## src/hdl/health_pkg.sv

```systemverilog
package health_pkg;

	// Attribute identifiers placed in byte 0 of each record.
	localparam logic [7:0]  ID_SPARE       = 8'hc4;
	localparam logic [7:0]  ID_WORST       = 8'hd5;
	localparam logic [7:0]  ID_ERASE       = 8'he5;
	localparam logic [7:0]  ID_ECC_ALL     = 8'hcb;
	localparam logic [7:0]  ID_ECC_CORR    = 8'hcc;
	localparam logic [7:0]  ID_CRC         = 8'hc7;

	// Flag words carried in bytes 1 and 2.
	localparam logic [15:0] FLAGS_PREFAIL  = 16'h0003;
	localparam logic [15:0] FLAGS_ADVISORY = 16'h0002;

	// Full-health value, also the reset value of every percentage.
	localparam logic [7:0]  PCT_FULL       = 8'h64;
	localparam logic [7:0]  BYTE_ZERO      = 8'h00;

	// Record geometry and field widths.
	localparam int          REC_BYTES      = 12;
	localparam int          REC_BITS       = REC_BYTES * 8;
	localparam int          NUM_RECS       = 6;
	localparam int          CNT_W          = 32;
	localparam int          ERASE_W        = 48;
	localparam int          SUM_W          = 24;
	localparam int          DIV_W          = 56;

	// A division takes one cycle per quotient bit.
	localparam int          DIV_CYCLES     = DIV_W;

	typedef logic [2:0] rec_sel_t;
	typedef logic [3:0] byte_idx_t;
	typedef logic [7:0] byte_t;

	// Record slots in the order they sit in the attribute section.
	localparam rec_sel_t    REC_SPARE      = 3'h0;
	localparam rec_sel_t    REC_WORST      = 3'h1;
	localparam rec_sel_t    REC_ERASE      = 3'h2;
	localparam rec_sel_t    REC_ECC_ALL    = 3'h3;
	localparam rec_sel_t    REC_ECC_CORR   = 3'h4;
	localparam rec_sel_t    REC_CRC        = 3'h5;

	// Byte positions inside a record.
	localparam byte_idx_t   BYTE_ID        = 4'h0;
	localparam byte_idx_t   BYTE_VALUE     = 4'h3;
	localparam byte_idx_t   BYTE_WORST     = 4'h4;
	localparam byte_idx_t   BYTE_LAST      = 4'hb;

	// Background refresh sequencer, Gray coded around its loop.
	typedef enum logic [1:0] {
		ST_CHIP      = 2'b00,
		ST_CHIP_WAIT = 2'b01,
		ST_LIFE      = 2'b11,
		ST_LIFE_WAIT = 2'b10
	} scan_state_t;

endpackage

```

## src/hdl/div_if.sv

```systemverilog
`timescale 1ns/1ps
interface div_if #(parameter int W = 56);
	logic         start;
	logic [W-1:0] dividend;
	logic [W-1:0] divisor;
	logic         done;
	logic [W-1:0] quotient;

	modport client (output start, output dividend, output divisor, input done, input quotient);
	modport server (input start, input dividend, input divisor, output done, output quotient);
endinterface

```

## src/hdl/health_attribute_record_builder.sv

```systemverilog
`timescale 1ns/1ps
module health_attribute_record_builder #(
	parameter int NUM_CHIPS     = 4,
	parameter int SPARE_W       = 16,
	parameter int TARGET_ERASES = 3000,
	parameter int NUM_BLOCKS    = 4096
) (
	input  wire logic                       ref_clk,
	input  wire logic                       resetn,
	input  wire logic [NUM_CHIPS*SPARE_W-1:0] chip_init_spares,
	input  wire logic [NUM_CHIPS*SPARE_W-1:0] chip_cur_spares,
	input  wire logic                       erase_evt,
	input  wire logic                       ecc_corr_evt,
	input  wire logic                       ecc_uncorr_evt,
	input  wire logic                       crc_err_evt,
	input  wire health_pkg::byte_t          spare_thr,
	input  wire health_pkg::byte_t          erase_thr,
	input  wire logic                       rd_en,
	input  wire health_pkg::rec_sel_t       rd_sel,
	input  wire health_pkg::byte_idx_t      rd_byte,
	output logic [7:0]                      rd_data_r,
	output logic                            rd_valid_r,
	input  wire logic                       status_req,
	output logic                            status_valid_r,
	output logic                            status_exceeded_r
);
	import health_pkg::*;

	localparam int IDX_W = (NUM_CHIPS > 1) ? $clog2(NUM_CHIPS) : 1;

	// Sizes the datapath cannot serve are refused at elaboration, not discovered in use.
	if (NUM_CHIPS < 1 || SPARE_W < 1 || SPARE_W > SUM_W)
		$error("chip count or spare width out of range");
	if (TARGET_ERASES < 1 || NUM_BLOCKS < 1)
		$error("erase target and block count must be positive");

	div_if #(.W(DIV_W)) dv ();

	seq_divider #(.W(DIV_W)) u_div (
		.ref_clk (ref_clk),
		.resetn  (resetn),
		.dv      (dv)
	);

	scan_state_t         state_r;
	logic [IDX_W-1:0]    chip_idx_r;
	logic [SPARE_W-1:0]  sel_init;
	logic [SPARE_W-1:0]  sel_cur;
	logic                last_chip;
	logic [7:0]          quo_pct;
	logic [7:0]          acc_pct_r;
	logic [SUM_W-1:0]    acc_init_r;
	logic [SUM_W-1:0]    acc_cur_r;
	logic [SPARE_W-1:0]  acc_min_cur_r;
	logic [SPARE_W-1:0]  acc_min_init_r;
	logic [SUM_W:0]      add_init;
	logic [SUM_W:0]      add_cur;
	logic [7:0]          spare_pct_r;
	logic [7:0]          spare_worst_r;
	logic [SUM_W-1:0]    sum_init_r;
	logic [SUM_W-1:0]    sum_cur_r;
	logic [SPARE_W-1:0]  worst_cur_r;
	logic [SPARE_W-1:0]  worst_init_r;
	logic [7:0]          life_r;
	logic [7:0]          life_worst_r;
	logic [7:0]          life_nxt;
	logic [ERASE_W-1:0]  erase_cnt_r;
	logic [CNT_W-1:0]    ecc_all_r;
	logic [CNT_W-1:0]    ecc_corr_r;
	logic [CNT_W-1:0]    crc_r;
	logic [CNT_W:0]      ecc_all_sum;
	logic [REC_BITS-1:0] rec [NUM_RECS];
	logic [REC_BITS-1:0] rec_sel;
	logic [7:0]          rd_data_nxt;

	// Pick the chip under scan; chips sit side by side in the flat vectors.
	assign sel_init  = chip_init_spares[chip_idx_r*SPARE_W +: SPARE_W];
	assign sel_cur   = chip_cur_spares[chip_idx_r*SPARE_W +: SPARE_W];
	assign last_chip = chip_idx_r == IDX_W'(NUM_CHIPS - 1);

	// A chip with more spares than it started with, or none to begin with, reads full.
	assign quo_pct = (dv.quotient > DIV_W'(PCT_FULL)) ? PCT_FULL : dv.quotient[7:0];

	// Remaining life falls to zero once the used share reaches one hundred percent.
	assign life_nxt = (dv.quotient >= DIV_W'(PCT_FULL)) ? BYTE_ZERO
		: 8'(PCT_FULL - dv.quotient[7:0]);

	// Spare sums saturate rather than wrap if many large chips are present.
	assign add_init = {1'b0, acc_init_r} + (SUM_W + 1)'(sel_init);
	assign add_cur  = {1'b0, acc_cur_r} + (SUM_W + 1)'(sel_cur);

	// Divider requests: one per chip for the spare percentage, then one for the life estimate.
	always_comb
	begin
		dv.start    = (state_r == ST_CHIP) || (state_r == ST_LIFE);
		dv.dividend = DIV_W'(sel_cur) * DIV_W'(PCT_FULL);
		dv.divisor  = DIV_W'(sel_init);
		if (state_r == ST_LIFE || state_r == ST_LIFE_WAIT)
		begin
			dv.dividend = DIV_W'(erase_cnt_r) * DIV_W'(PCT_FULL);
			dv.divisor  = DIV_W'(TARGET_ERASES) * DIV_W'(NUM_BLOCKS);
		end
	end

	// Refresh sequencer runs continuously so records track normal operation.
	always_ff @(posedge ref_clk or negedge resetn)
	begin
		if (!resetn)
		begin
			state_r    <= ST_CHIP;
			chip_idx_r <= '0;
		end
		else
		begin
			case (state_r)
				ST_CHIP:
					state_r <= ST_CHIP_WAIT;
				ST_CHIP_WAIT:
					if (dv.done)
					begin
						chip_idx_r <= last_chip ? '0 : chip_idx_r + IDX_W'(1);
						state_r    <= last_chip ? ST_LIFE : ST_CHIP;
					end
				ST_LIFE:
					state_r <= ST_LIFE_WAIT;
				ST_LIFE_WAIT:
					if (dv.done)
						state_r <= ST_CHIP;
				default:
					state_r <= ST_CHIP;
			endcase
		end
	end

	// Per-pass accumulators; the first chip of a pass restarts them.
	always_ff @(posedge ref_clk or negedge resetn)
	begin
		if (!resetn)
		begin
			acc_pct_r      <= PCT_FULL;
			acc_init_r     <= '0;
			acc_cur_r      <= '0;
			acc_min_cur_r  <= '0;
			acc_min_init_r <= '0;
		end
		else if (state_r == ST_CHIP_WAIT && dv.done)
		begin
			if (chip_idx_r == '0 || quo_pct < acc_pct_r)
				acc_pct_r <= quo_pct;
			acc_init_r <= (chip_idx_r == '0) ? SUM_W'(sel_init)
				: (add_init[SUM_W] ? '1 : add_init[SUM_W-1:0]);
			acc_cur_r  <= (chip_idx_r == '0) ? SUM_W'(sel_cur)
				: (add_cur[SUM_W] ? '1 : add_cur[SUM_W-1:0]);
			if (chip_idx_r == '0 || sel_cur < acc_min_cur_r)
			begin
				acc_min_cur_r  <= sel_cur;
				acc_min_init_r <= sel_init;
			end
		end
	end

	// Publish a finished pass at once so readers never see a half-built snapshot.
	always_ff @(posedge ref_clk or negedge resetn)
	begin
		if (!resetn)
		begin
			spare_pct_r   <= PCT_FULL;
			spare_worst_r <= PCT_FULL;
			sum_init_r    <= '0;
			sum_cur_r     <= '0;
			worst_cur_r   <= '0;
			worst_init_r  <= '0;
			life_r        <= PCT_FULL;
			life_worst_r  <= PCT_FULL;
		end
		else if (state_r == ST_LIFE_WAIT && dv.done)
		begin
			spare_pct_r  <= acc_pct_r;
			if (acc_pct_r < spare_worst_r)
				spare_worst_r <= acc_pct_r;
			sum_init_r   <= acc_init_r;
			sum_cur_r    <= acc_cur_r;
			worst_cur_r  <= acc_min_cur_r;
			worst_init_r <= acc_min_init_r;
			life_r       <= life_nxt;
			if (life_nxt < life_worst_r)
				life_worst_r <= life_nxt;
		end
	end

	// Event counters hold at all ones instead of wrapping to a misleading small value.
	assign ecc_all_sum = {1'b0, ecc_all_r} + (CNT_W + 1)'(ecc_corr_evt)
		+ (CNT_W + 1)'(ecc_uncorr_evt);

	always_ff @(posedge ref_clk or negedge resetn)
	begin
		if (!resetn)
		begin
			erase_cnt_r <= '0;
			ecc_all_r   <= '0;
			ecc_corr_r  <= '0;
			crc_r       <= '0;
		end
		else
		begin
			if (erase_evt && erase_cnt_r != '1)
				erase_cnt_r <= erase_cnt_r + ERASE_W'(1);
			ecc_all_r <= ecc_all_sum[CNT_W] ? '1 : ecc_all_sum[CNT_W-1:0];
			if (ecc_corr_evt && ecc_corr_r != '1)
				ecc_corr_r <= ecc_corr_r + CNT_W'(1);
			if (crc_err_evt && crc_r != '1)
				crc_r <= crc_r + CNT_W'(1);
		end
	end

	// Records are assembled byte 0 at the low end, so each field lands low byte first.
	assign rec[REC_SPARE]    = {BYTE_ZERO, sum_cur_r, sum_init_r, spare_worst_r, spare_pct_r,
		FLAGS_PREFAIL, ID_SPARE};
	assign rec[REC_WORST]    = {BYTE_ZERO, SUM_W'(worst_cur_r), SUM_W'(worst_init_r), PCT_FULL,
		PCT_FULL, FLAGS_PREFAIL, ID_WORST};
	assign rec[REC_ERASE]    = {BYTE_ZERO, erase_cnt_r, life_worst_r, life_r,
		FLAGS_PREFAIL, ID_ERASE};
	assign rec[REC_ECC_ALL]  = {BYTE_ZERO, 16'h0000, ecc_all_r, PCT_FULL, PCT_FULL,
		FLAGS_ADVISORY, ID_ECC_ALL};
	assign rec[REC_ECC_CORR] = {BYTE_ZERO, 16'h0000, ecc_corr_r, PCT_FULL, PCT_FULL,
		FLAGS_ADVISORY, ID_ECC_CORR};
	assign rec[REC_CRC]      = {BYTE_ZERO, 16'h0000, crc_r, PCT_FULL, PCT_FULL,
		FLAGS_ADVISORY, ID_CRC};

	// Out-of-range slots and bytes past the record read as zero.
	always_comb
	begin
		rec_sel     = (rd_sel < rec_sel_t'(NUM_RECS)) ? rec[rd_sel] : '0;
		rd_data_nxt = BYTE_ZERO;
		if (rd_byte <= BYTE_LAST)
			rd_data_nxt = rec_sel[rd_byte*8 +: 8];
	end

	// Byte read port, answered on the following edge.
	always_ff @(posedge ref_clk or negedge resetn)
	begin
		if (!resetn)
		begin
			rd_data_r  <= BYTE_ZERO;
			rd_valid_r <= 1'b0;
		end
		else
		begin
			rd_valid_r <= rd_en;
			if (rd_en)
				rd_data_r <= rd_data_nxt;
		end
	end

	// Return status looks only at the two pre-failure values; error counts never enter.
	always_ff @(posedge ref_clk or negedge resetn)
	begin
		if (!resetn)
		begin
			status_valid_r    <= 1'b0;
			status_exceeded_r <= 1'b0;
		end
		else
		begin
			status_valid_r <= status_req;
			if (status_req)
				status_exceeded_r <= (spare_pct_r < spare_thr)
					|| (life_r < erase_thr);
		end
	end
endmodule

```

## src/hdl/seq_divider.sv

```systemverilog
`timescale 1ns/1ps
module seq_divider #(
	parameter int W = 56
) (
	input wire logic ref_clk,
	input wire logic resetn,
	div_if.server    dv
);
	import health_pkg::*;

	localparam int CW = $clog2(W + 1);

	logic [W:0]   rem_r;
	logic [W-1:0] quo_r;
	logic [W-1:0] den_r;
	logic [CW-1:0] cnt_r;
	logic         busy_r;
	logic         done_r;
	logic [W:0]   shifted;
	logic         fits;

	// Fewer quotient bits could not fill the 8-bit percentage byte, so refuse them at elaboration.
	if (W < 8)
		$error("seq_divider needs at least 8 quotient bits");

	// Restoring division, one quotient bit per cycle; a zero divisor yields all ones.
	assign shifted = {rem_r[W-1:0], quo_r[W-1]};
	assign fits    = shifted >= {1'b0, den_r};

	always_ff @(posedge ref_clk or negedge resetn)
	begin
		if (!resetn)
		begin
			rem_r  <= '0;
			quo_r  <= '0;
			den_r  <= '0;
			cnt_r  <= '0;
			busy_r <= 1'b0;
			done_r <= 1'b0;
		end
		else
		begin
			done_r <= 1'b0;
			if (!busy_r && dv.start)
			begin
				rem_r  <= '0;
				quo_r  <= dv.dividend;
				den_r  <= dv.divisor;
				cnt_r  <= CW'(W);
				busy_r <= 1'b1;
			end
			else if (busy_r)
			begin
				rem_r  <= fits ? (shifted - {1'b0, den_r}) : shifted;
				quo_r  <= {quo_r[W-2:0], fits};
				cnt_r  <= cnt_r - CW'(1);
				if (cnt_r == CW'(1))
				begin
					busy_r <= 1'b0;
					done_r <= 1'b1;
				end
			end
		end
	end

	assign dv.done     = done_r;
	assign dv.quotient = quo_r;
endmodule

```

## config.mk

```make
export PLATFORM = sky130hd
export DESIGN_NAME = health_attribute_record_builder
export DESIGN_NICKNAME = d
export VERILOG_FILES = /design/src/hdl/health_pkg.sv /design/src/hdl/div_if.sv /design/src/hdl/health_attribute_record_builder.sv /design/src/hdl/seq_divider.sv
export SDC_FILE = /design/constraint.sdc
export NUM_CORES = 2
export LEC_CHECK = 0
export ABC_AREA = 1
export CAP_MARGIN = 20
export CORE_MARGIN = 2
export CORE_UTILIZATION = 50
export CTS_BUF_LIST = sky130_fd_sc_hd__clkbuf_8
export DETAILED_ROUTE_END_ITERATION = 12
export DONT_BUFFER_PORTS = 1
export PLACE_DENSITY = 0.65
export REMOVE_ABC_BUFFERS = 1
export SLEW_MARGIN = 20
export SYNTH_ARGS = -nofsm -noshare
export SYNTH_HDL_FRONTEND = slang
export SYNTH_SLANG_ARGS = --single-unit
```

## constraint.sdc

```tcl
create_clock -name ref_clk -period 8.1 [get_ports ref_clk]
set_input_delay 1.62 -clock ref_clk [delete_from_list [all_inputs] [get_ports ref_clk]]
set_output_delay 1.62 -clock ref_clk [all_outputs]
set_load 0.01 [all_outputs]
```

==> flow_summary.yaml <==
route:
  drt_iter0_drc: 3470
  num_vias: 37300
  viasPerCell: 5.65
  drc: 0
  antenna_left: 0
  wl_um: 130000
  first_pass_iters: 7
  wire_per_inst_um: 19.7
layout:
  drive_gt1_share_pct: 5.14
  nets: 6021
  seq_area_um2: 12400
  multiInputGateArea_um2: 23000
  syn_to_final_growth_pct: 7.58
  fillers: 7817
  layout.cells.non_filler: 6605
sta:
  fmax_mhz: 183
  tightestPinTransition_ps: 3070
  whs_ps: 464
  min_period_over_period_pct: 67.4
  fin_crit_ps: 5460
  rsz0062_at_grt: "false"
  hold_violations: 0
  setup-tns-final_ps: 0
  fin_worst_skew_ps: 56.9
  slew_headroom_pct: -104
  setup_ws_ps: 2640
  slew_violations: 397
  setup_violations: 0
die:
  die_h_um: 284
  die_area_um2: 80700
  pin_count: 170
  start_util_pct: 50.6
  die_w_um: 284
  core-area_um2: 77600
  fp-row-count: 102
synth:
  synth_commonest_cells: "1316 x nand2_1, 820 x inv_1, 487 x nor2_1, 481 x dfrtp_1, 420 x o21ai_0"
  syn_avg_cell_area_um2: 7.09
  yosysTopAreaCellShare_pct: 30.7
  synthTopCellsByArea: "dfrtp_1 31%, nand2_1 13%, ha_1 10%"
  async_reset_ff_share_pct: 100
  yosysUniqueCellTypes: 70
  yosys_most_used_dff: "dfrtp_1"
  yosys_warnings: 0
  synth_most_common_cell: "nand2_1"
  synth_seq_cells: 496
  postSynthCellCount: 5532
  synth_top_area_cell: "dfrtp_1"
  synth_edf_count: 0
  synth_area_um2: 39200
  synth-seq-area-share_pct: 31.7
global_route:
  grt.total_usage_pct: 31.9
  grt_pass1_vias: 35300
  grt-ovfl-total: 0
  grt_max_degree: 497
  antenna_found_initial: 4
  grt_pass1_wl_um: 203000
worst_setup_path:
  worstPathMaxFanout: 67
  crit_required_ps: 8710
  critPathKind: "reg2reg"
  cp-start-kind: "flop"
  worst_setup_path_end_kind: "flop"
  cp.arrival_ps: 6060
cts:
  clk_latency_ps: 770
  post_cts_buffers: 0
  cts-root-buf: "clkbuf_8"
  path_clk_slew_ps: 60
  cts_tree: "done"
  cts-buffers-inserted: 91
  htreeDepth: 3
  cts_hold_buf: 0
  cts_sinks: 496
  cts_resized: 0
  clk_path_buf_depth: 3
power:
  ir_drop_v: 0.000188
  power.density_nw_per_um2: 210
  pwr-share-comb_pct: 35.2
  swShare_pct: 39.8
  seq_power_share_pct: 33.7
  clockPowerShare_pct: 31.1
  p_switching_mw: 3.53
  internal-power_mw: 5.34
  p_leak_nw: 20.7
placed_design:
  pre_cts_ws_ps: 2530
  dp.cells: 6434
  post-dp-hpwl_um: 101000
  gp_congestion: 0.999
  portBuffers: 0
run_status:
  violations: "slew limit"
  status: "finished, violations left"
hold_path:
  hold_class: "reg2reg"
flow_run:
  cap_violations: 0
[stage by stage]
stage / utilization, % / cell area [um2] / total power [mW]
6_report: 54.4 / 42200 / 8.86
5_1_grt: 54.4 / 42200 / 9.43
4_1_cts: 54.4 / 42200 / 8.86
3_5_place_dp: 51.7 / 40100 / 6.07
3_3_place_gp: 51.7 / 40100 / 6.04
2_1_floorplan: - / 38500 / 5.20
[area by class of cell]
cell class | count | share of cell area (%)
multi-input combinational | 4035 | 54.5
sequential | 496 | 29.5
inverter | 832 | 7.40
clock buffer | 119 | 3.88
tap | 1040 | 3.08
clock inverter | 51 | 1.11
timing repair buffer | 31 | 0.551
antenna | 1 | 0.00593
[state kept, by name, summed over array words and instances, names as in the netlist, 6 cells and up]
name / flops
worst_cur_r: 16
crc_r: 32
acc_cur_r: 24
u_div.dv.quotient: 56
spare_pct_r: 8
u_div.den_r: 17
acc_min_init_r: 16
sum_cur_r: 24
rd_data_r: 8
acc_pct_r: 8
ecc_all_r: 32
worst_init_r: 16
u_div.rem_r: 56
spare_worst_r: 8
life_r: 8
acc_init_r: 24
life_worst_r: 8
acc_min_cur_r: 16
ecc_corr_r: 32
sum_init_r: 24
u_div.cnt_r: 6
erase_cnt_r: 48
[kinds of logic after synthesis]
family	after synthesis	share of synthesized area [%]
other cells	1	0.00956
xor+xnor	191	4.26
fa+ha+maj	375	13.1
simple gates	2417	26.1
flops	496	31.7
buf+inv	1002	9.77
compound gates	1049	15.1
mux	1	0.0287
[worst max-delay path, stage by stage (launching register included)]
cell and delay [ps]:
dfrtp_4 730, inv_2 850, nand2_1 100, a32oi_1 730, ha_1 380, ha_1 280, inv_1 50, fa_1 490
inv_1 40, ha_1 340, nand2_1 90, o21ai_0 460, a21oi_1 160, xnor2_1 170, nand2_1 60, a21oi_1 50
or2_2 280
[power by group through the flow]
stage          clock network, mW  logic, mW  registers, mW
6_report                    2.75       3.12           2.99
2_1_floorplan                  0       2.26           2.94
3_5_place_dp                   0       3.05           3.02
4_1_cts                     2.80       3.07           2.98
5_1_grt                     2.91       3.50           3.02
3_3_place_gp                   0       3.02           3.02
[final timing paths]
kind	start	endpoint	slack (ps)	cells past startpoint
setup / recovery	chip_idx_r[0]	u_div.dv.quotient[16]	2640	16
setup reg to reg	chip_idx_r[0]	u_div.dv.quotient[16]	2640	16
min in group asynchronous	resetn	erase_cnt_r[46]	570	0
max in group asynchronous	resetn	u_div.busy_r	4870	0
hold reg to reg	life_worst_r[5]	life_worst_r[5]	460	2
hold / removal	life_worst_r[5]	life_worst_r[5]	460	2
[layout by cell type (no fill, tap or decap), types with 58 or more instances in the layout]
cell type	netlist	routed
ha_1	317	317
o21ai_0	420	420
fa_1	58	58
nand4_1	87	87
nor3_1	86	86
dfrtp_1	481	479
nand3_1	332	332
clkbuf_8	0	119
a21oi_1	338	338
nand2_1	1316	1314
xor2_1	158	158
nor2_1	487	483
inv_1	820	837
o22ai_1	61	61
[per-layer routing]
metal | share of wire [%] | routed length (um) | track usage [%] | vias up
li1 | - | - | - | 18000
met1 | 46 | 59400 | 45.7 | 17700
met2 | 44 | 57100 | 49.2 | 1361
met3 | 7.1 | 9260 | 5.06 | 215
met4 | 3.4 | 4370 | 10.4 | 2
met5 | 0.010 | 13 | 0 | -
Note: power is estimated with default switching activity, not from simulation.
